==> src/core/bsas_pkg.sv <==
// Package: constants and types for the boot start address selector
package bsas_pkg;
  localparam logic [15:0] BSAS_USER_START     = 16'h0000;
  localparam logic [7:0]  BSAS_LOW_BYTE       = 8'h00;
  localparam logic [7:0]  BSAS_VECTOR_RESET   = 8'h1F;
  localparam logic [15:0] BSAS_ROM_ENTRY      = 16'hFF03;
  localparam int          BSAS_SECTORS        = 8;
  localparam int          BSAS_SFR_COUNT      = 4;
  localparam logic [1:0]  BSAS_SFR_CTRL       = 2'h0;
  localparam logic [1:0]  BSAS_SFR_DATA       = 2'h1;
  localparam logic [1:0]  BSAS_SFR_ADDR_LO    = 2'h2;
  localparam logic [1:0]  BSAS_SFR_ADDR_HI    = 2'h3;
  localparam logic [7:0]  BSAS_CFG_RESET      = 8'h00;
  localparam logic [7:0]  BSAS_SEC_RESET      = 8'h00;
  localparam int          BSAS_SYNC_STAGES    = 2;

  typedef enum logic [1:0]
  {
    BSAS_ST_RESET  = 2'b00,
    BSAS_ST_SAMPLE = 2'b01,
    BSAS_ST_READY  = 2'b10
  } bsas_state_t;
endpackage : bsas_pkg

==> src/core/bsas_top.sv <==
// Boot start address selection, config latch and flash programming registers
`timescale 1ns/1ns
module bsas_top
  import bsas_pkg::*;
(
  input  wire logic        clk,
  input  wire logic        rstn,
  input  wire logic        boot_status,
  input  wire logic [7:0]  boot_vector,
  input  wire logic        isp_force_pin,
  input  wire logic [7:0]  power_up_config_byte,
  input  wire logic [63:0] sector_security_bytes,
  input  wire logic        sfr_wr,
  input  wire logic [1:0]  sfr_sel,
  input  wire logic [7:0]  sfr_wdata,
  input  wire logic        flash_done,
  output logic [15:0]      start_addr,
  output logic             start_valid,
  output logic             isp_mode,
  output logic [7:0]       config_q,
  output logic [63:0]      security_q,
  output logic [7:0]       sfr_rdata,
  output logic             flash_start,
  output logic [7:0]       flash_cmd,
  output logic [7:0]       flash_wdata,
  output logic [15:0]      flash_addr,
  output logic             flash_busy
);

  ////////////////////////////////////////////////////////////////////////
  // Pin synchroniser; only the second stage is read
  logic force_s1_q;
  logic force_s2_q;
  bsas_state_t state_q;

  // No reset: the pin must reach stage two while reset still holds
  always_ff @(posedge clk)
  begin
    force_s1_q <= isp_force_pin;
    force_s2_q <= force_s1_q;
  end

  ////////////////////////////////////////////////////////////////////////
  // Sampling sequence: waits one cycle so the synchroniser settles
  always_ff @(posedge clk or negedge rstn)
  begin
    if (!rstn)
      state_q <= BSAS_ST_RESET;
    else
    begin
      case (state_q)
        BSAS_ST_RESET:  state_q <= BSAS_ST_SAMPLE;
        BSAS_ST_SAMPLE: state_q <= BSAS_ST_READY;
        BSAS_ST_READY:  state_q <= BSAS_ST_READY;
        default:        state_q <= BSAS_ST_RESET;
      endcase
    end
  end

  ////////////////////////////////////////////////////////////////////////
  // Start address is frozen once ready; fetch must wait for start_valid
  always_ff @(posedge clk or negedge rstn)
  begin
    if (!rstn)
    begin
      start_addr  <= BSAS_USER_START;
      start_valid <= 1'b0;
      isp_mode    <= 1'b0;
    end
    else if (state_q == BSAS_ST_SAMPLE)
    begin
      start_valid <= 1'b1;
      isp_mode    <= force_s2_q;
      if (boot_status || force_s2_q)
        start_addr <= {boot_vector, BSAS_LOW_BYTE};
      else
        start_addr <= BSAS_USER_START;
    end
  end

  ////////////////////////////////////////////////////////////////////////
  // Config and security latched once; no write path exists afterwards
  always_ff @(posedge clk or negedge rstn)
  begin
    if (!rstn)
    begin
      config_q   <= BSAS_CFG_RESET;
      security_q <= {BSAS_SECTORS{BSAS_SEC_RESET}};
    end
    else if (state_q == BSAS_ST_SAMPLE)
    begin
      config_q   <= power_up_config_byte;
      security_q <= sector_security_bytes;
    end
  end

  ////////////////////////////////////////////////////////////////////////
  // Four programming registers: control/status, data, address low/high
  always_ff @(posedge clk or negedge rstn)
  begin
    if (!rstn)
    begin
      flash_cmd   <= 8'h00;
      flash_wdata <= 8'h00;
      flash_addr  <= 16'h0000;
      flash_busy  <= 1'b0;
      flash_start <= 1'b0;
    end
    else
    begin
      flash_start <= 1'b0;
      if (flash_done)
        flash_busy <= 1'b0;
      // Writes while busy are dropped to keep the operation coherent
      if (sfr_wr && !flash_busy)
      begin
        case (sfr_sel)
          BSAS_SFR_CTRL:
          begin
            flash_cmd   <= sfr_wdata;
            flash_start <= 1'b1;
            flash_busy  <= 1'b1;
          end
          BSAS_SFR_DATA:    flash_wdata      <= sfr_wdata;
          BSAS_SFR_ADDR_LO: flash_addr[7:0]  <= sfr_wdata;
          BSAS_SFR_ADDR_HI: flash_addr[15:8] <= sfr_wdata;
          default:          flash_cmd        <= flash_cmd;
        endcase
      end
    end
  end

  always_comb
  begin
    case (sfr_sel)
      BSAS_SFR_CTRL:    sfr_rdata = {7'h00, flash_busy};
      BSAS_SFR_DATA:    sfr_rdata = flash_wdata;
      BSAS_SFR_ADDR_LO: sfr_rdata = flash_addr[7:0];
      BSAS_SFR_ADDR_HI: sfr_rdata = flash_addr[15:8];
      default:          sfr_rdata = 8'h00;
    endcase
  end

  ////////////////////////////////////////////////////////////////////////
  // Checks
  AST_USER_START: assert property (@(posedge clk) disable iff (!rstn)
    (state_q == BSAS_ST_SAMPLE && !boot_status && !force_s2_q)
      |=> start_addr == BSAS_USER_START)
    else $error("user start not 0000H");
  AST_VECTOR_START: assert property (@(posedge clk) disable iff (!rstn)
    (state_q == BSAS_ST_SAMPLE && boot_status)
      |=> start_addr == {$past(boot_vector), BSAS_LOW_BYTE})
    else $error("vector start wrong");
  AST_FORCE_START: assert property (@(posedge clk) disable iff (!rstn)
    (state_q == BSAS_ST_SAMPLE && force_s2_q)
      |=> start_addr[7:0] == BSAS_LOW_BYTE && isp_mode)
    else $error("forced start wrong");
  AST_VALID_TIME: assert property (@(posedge clk) disable iff (!rstn)
    $rose(start_valid) |-> $past(state_q) == BSAS_ST_SAMPLE)
    else $error("valid early");
  AST_ADDR_STABLE: assert property (@(posedge clk) disable iff (!rstn)
    start_valid && $past(start_valid) |-> $stable(start_addr))
    else $error("start address moved");
  AST_CFG_FROZEN: assert property (@(posedge clk) disable iff (!rstn)
    start_valid && $past(start_valid) |-> $stable(config_q))
    else $error("config changed");
  AST_SEC_FROZEN: assert property (@(posedge clk) disable iff (!rstn)
    start_valid && $past(start_valid) |-> $stable(security_q))
    else $error("security changed");
  AST_CMD_START: assert property (@(posedge clk) disable iff (!rstn)
    (sfr_wr && !flash_busy && sfr_sel == BSAS_SFR_CTRL)
      |=> flash_start && flash_busy && flash_cmd == $past(sfr_wdata))
    else $error("command not started");
  AST_BUSY_HOLD: assert property (@(posedge clk) disable iff (!rstn)
    flash_busy && sfr_wr && sfr_sel == BSAS_SFR_DATA
      |=> $stable(flash_wdata))
    else $error("write while busy taken");
  AST_VALID_HOLD: assert property (@(posedge clk) disable iff (!rstn)
    start_valid |=> start_valid)
    else $error("start valid dropped");
  AST_READY_ORDER: assert property (@(posedge clk) disable iff (!rstn)
    !start_valid |-> state_q != BSAS_ST_READY)
    else $error("ready state without valid start");
  AST_SHIP_VECTOR: assert property (@(posedge clk) disable iff (!rstn)
    (state_q == BSAS_ST_SAMPLE && boot_status
      && boot_vector == BSAS_VECTOR_RESET)
      |=> start_addr == {BSAS_VECTOR_RESET, BSAS_LOW_BYTE})
    else $error("factory loader entry wrong");
  AST_LATCH: assert property (@(posedge clk) disable iff (!rstn)
    state_q == BSAS_ST_SAMPLE
      |=> config_q == $past(power_up_config_byte)
        && security_q == $past(sector_security_bytes))
    else $error("config or security not latched");
  AST_FORCE_OFF: assert property (@(posedge clk) disable iff (!rstn)
    state_q == BSAS_ST_SAMPLE && !force_s2_q |=> !isp_mode)
    else $error("isp mode without force");
  AST_DONE_CLEARS: assert property (@(posedge clk) disable iff (!rstn)
    flash_done && !(sfr_wr && !flash_busy && sfr_sel == BSAS_SFR_CTRL)
      |=> !flash_busy)
    else $error("busy not cleared by done");
  AST_START_PULSE: assert property (@(posedge clk) disable iff (!rstn)
    flash_start |=> !flash_start)
    else $error("start pulse too long");
  AST_START_BUSY: assert property (@(posedge clk) disable iff (!rstn)
    flash_start |-> flash_busy)
    else $error("start without busy");
  AST_ADDR_LO_WR: assert property (@(posedge clk) disable iff (!rstn)
    (sfr_wr && !flash_busy && sfr_sel == BSAS_SFR_ADDR_LO)
      |=> flash_addr[7:0] == $past(sfr_wdata))
    else $error("address low not written");
  AST_ADDR_HI_WR: assert property (@(posedge clk) disable iff (!rstn)
    (sfr_wr && !flash_busy && sfr_sel == BSAS_SFR_ADDR_HI)
      |=> flash_addr[15:8] == $past(sfr_wdata))
    else $error("address high not written");

  COV_USER: cover property (@(posedge clk) disable iff (!rstn)
    $rose(start_valid) && !isp_mode && start_addr == BSAS_USER_START);
  COV_FORCE: cover property (@(posedge clk) disable iff (!rstn)
    $rose(start_valid) && isp_mode);
  COV_FLASH: cover property (@(posedge clk) disable iff (!rstn)
    flash_start ##[1:20] flash_done);
  COV_VECTOR: cover property (@(posedge clk) disable iff (!rstn)
    $rose(start_valid) && !isp_mode && start_addr != BSAS_USER_START);
  COV_BUSY_DROP: cover property (@(posedge clk) disable iff (!rstn)
    flash_busy && sfr_wr);

endmodule : bsas_top

==> config.mk <==
export PLATFORM = sky130hd
export DESIGN_NAME = bsas_top
export DESIGN_NICKNAME = d
export VERILOG_FILES = /design/src/core/bsas_pkg.sv /design/src/core/bsas_top.sv
export SDC_FILE = /design/constraint.sdc
export NUM_CORES = 1
export LEC_CHECK = 0
export BUFFER_PORTS_ARGS = -buffer_cell sky130_fd_sc_hd__buf_2
export CAP_MARGIN = 5
export CORE_ASPECT_RATIO = 2
export CORE_UTILIZATION = 25
export CTS_CLUSTER_DIAMETER = 100
export CTS_CLUSTER_SIZE = 16
export DETAILED_ROUTE_END_ITERATION = 16
export PLACE_DENSITY_LB_ADDON = 0.25
export SYNTH_ARGS = -nofsm -noshare
export SYNTH_HDL_FRONTEND = slang
export SYNTH_SLANG_ARGS = --single-unit
==> constraint.sdc <==
create_clock -name clk -period 1.3 [get_ports clk]
set_input_delay 0.13 -clock clk [delete_from_list [all_inputs] [get_ports clk]]
set_output_delay 0.13 -clock clk [all_outputs]
set_load 0.03 [all_outputs]
==> results.toml <==
[pwr]
vdd_drop_max_v = 0.0009111
switching_share_pct = 29.29
p_seq_share_pct = 35.7
power_frac_comb_pct = 24.0
p_leak_uw = 0.004343
power_switching_uw = 3581
cellPowerDensity_nw_per_um2 = 1375
clkPwrFrac_pct = 40.2
intPower_uw = 8645
total_power_uw = 12230

[floorplanning]
die_w_um = 100.3
die_h_um = 198.5
rows = 71
initial_core_util_pct = 25.64
die_area_um2 = 19910
coreArea_um2 = 18830
io_pins = 228

[detailed_routing]
drt-total-wl_um = 15650
route.detailed.drc = 0
vias_per_cell = 4.209
num_vias = 3952
ant_nets = 0
wl_per_cell_um = 16.66
drt_iter0_drc = 90
firstDrtPassIters = 4

[synthesis]
synth_seq_cells = 120
synth_area_um2 = 4828
yosysTopAreaCell = "dfrtp_1"
avgSynthCellArea_um2 = 15.99
synth_top_area_share_pct = 61.16
synth_warnings = 0
synth_cell_types = 23
synthTopCellsByArea = "dfrtp_1, mux2_2, mux2_4"
ys_seq_area_share_pct = 61.98
synth_cells = 302

[sta]
grt_setup_unrepaired = "yes"
setup_ws_ns = -0.3890
max_freq_mhz = 592.1
slew_viol_final = 0
tns_ns = -13.20
setup_viol = 121
slew_headroom_pct = 65.13
tightest_slew_ns = 0.5230
clock-skew-final_ns = 0.007039
timing.final.crit_period_ns = 1.689
period_share_pct = 129.9
hold_violations = 0
holdWs_ns = 0.1220

[critical_path]
critical_path_class = "reg -> out"
r2r_setup_slack_ns = -0.21
cp.required_ns = 1.17
critPathLaunchType = "register"
crit_fanout = 2
arrival_ns = 1.56
end_kind = "output pin"

[placed_design]
dp.cells = 781
port_buffers = 219
hpwl_um = 9441
routabilityCongestion = 0.8075

[clock_network]
cts_tree = "done"
cts_buffers = 17
cts_buffer_depth = 2
cts_sinks = 120
htree_levels = 4
insertion_delay_ns = 0.41
cts-root-buf = "clkbuf_16"
clk_pin_slew_ns = 0.06

[outcome]
outcome = "finished with violations"
violations = "negative setup slack"

[global_route]
grt_pass1_wl_um = 23690
groute.usage.overall_pct = 16.06
antenna_found_initial = 0
grt_pass1_vias = 4519
grt_max_degree = 79
grt_overflow_total = 0

[layout]
layout-drive-gt1-share_pct = 63.45
area_growth_pct = 84.17
mostFrequentLayoutCells = "buf_2, dfrtp_1, mux2_4"
final_common_cell = "buf_2"
fin_nets = 769
post-route-util_pct = 47.22
final_cells = 939
antennaDiodeCount = 0

[hold_path]
min_path_type = "in -> reg"

[job]
maxCapViolations = 0
[critical path, stage by stage (launching register included)]
cell and delay, ns:
dfrtp_2 0.41, buf_6 0.12, mux4_2 0.46, buf_6 0.16
[routing by layer]
| layer | wire [µm] | GRT usage [%] |
|---|---|---|
| met5 | 0 | 0 |
| met4 | 405 | 8.213 |
| met3 | 763 | 4.181 |
| met2 | 8966 | 30.44 |
| met1 | 5510 | 15.57 |
[repair_timing]
item | in CTS | in global routing
endpoints found under the setup margin | 106 | 125
pin swaps | 2 | 6
resized for setup | 96 | 57
cloned | 10 | 1
hold buffers | 91 | 0
endpoints found under the hold margin | 228 | 0
buffers inserted | 23 | 7
[stage by stage]
| step | worst slack (ns) | instance area (µm²) |
|---|---|---|
| after global routing | -0.4407 | 8892 |
| after floorplan | -0.03846 | 4856 |
| after CTS | -0.4065 | 8710 |
| final | -0.3890 | 8892 |
| after detailed placement | -0.07395 | 6376 |
| after global placement | -0.05042 | 6376 |
[cell usage after synthesis]
library cell / instances
a21o_1: 1
a22o_1: 7
and4bb_1: 2
buf_2: 10
buf_4: 10
buf_6: 3
clkbuf_1: 1
conb_1: 1
dfrtp_1: 118
dfxtp_1: 2
ha_1: 2
inv_1: 11
mux2_1: 8
mux2_2: 80
mux2_4: 24
mux4_2: 1
nand2_1: 8
nand4b_4: 1
nor2_1: 1
nor2b_1: 1
nor4b_2: 1
o22ai_1: 8
or2_2: 1
[path summary, 6_finish.rpt]
| check | start | to | cells past startpoint |
|---|---|---|---|
| max | flash_busy$_DFF_PN0_ | sfr_rdata[0] | 3 |
| min | boot_status | start_addr[9]$_DFFE_PN0N_ | 4 |
| max reg2reg | flash_busy$_DFF_PN0_ | flash_cmd[3]$_DFFE_PN0P_ | 4 |
| min reg2reg | force_s1_q$_DFF_P_ | force_s2_q$_DFF_P_ | 0 |
| max in group asynchronous | rstn | security_q[24]$_DFFE_PN0N_ | 3 |
| min in group asynchronous | rstn | flash_wdata[7]$_DFFE_PN0P_ | 3 |
[state kept, by name (all words and copies together) (netlist names)]
register,flops
start_addr,8
flash_cmd,8
flash_busy,1
state_q,2
security_q,64
isp_mode,1
flash_addr,16
force_s2_q,1
config_q,8
flash_start,1
start_valid,1
force_s1_q,1
flash_wdata,8
[cells by family after synthesis]
family	count (synthesis)	synth area share, %
DFF	120	61.98
buffers and inverters	35	4.224
other	1	0.07767
and+or+nand+nor	15	2.280
AOI/OAI and AO/OA	16	2.462
adders and majority gates	2	0.5182
muxes	113	28.45
[power groups by stage]
stage / Clock [µW] / Sequential, µW / Combinational (µW)
2_1_floorplan: 0 / 5120 / 725
3_3_place_gp: 0 / 4430 / 2280
3_5_place_dp: 0 / 4420 / 2310
4_1_cts: 5090 / 4360 / 2870
5_1_grt: 5260 / 4400 / 3100
6_report: 4920 / 4370 / 2940
[final cells by class]
class	instances	area, µm²
fillers	1716	9941
flip-flops and latches	120	2994
repair buffers	367	2878
multi-input cells	154	2038
clock buffers	19	452.9
well taps	255	319.1
clock inverters	13	168.9
inverters	11	41.29
Power figures use the tool's default switching activity.
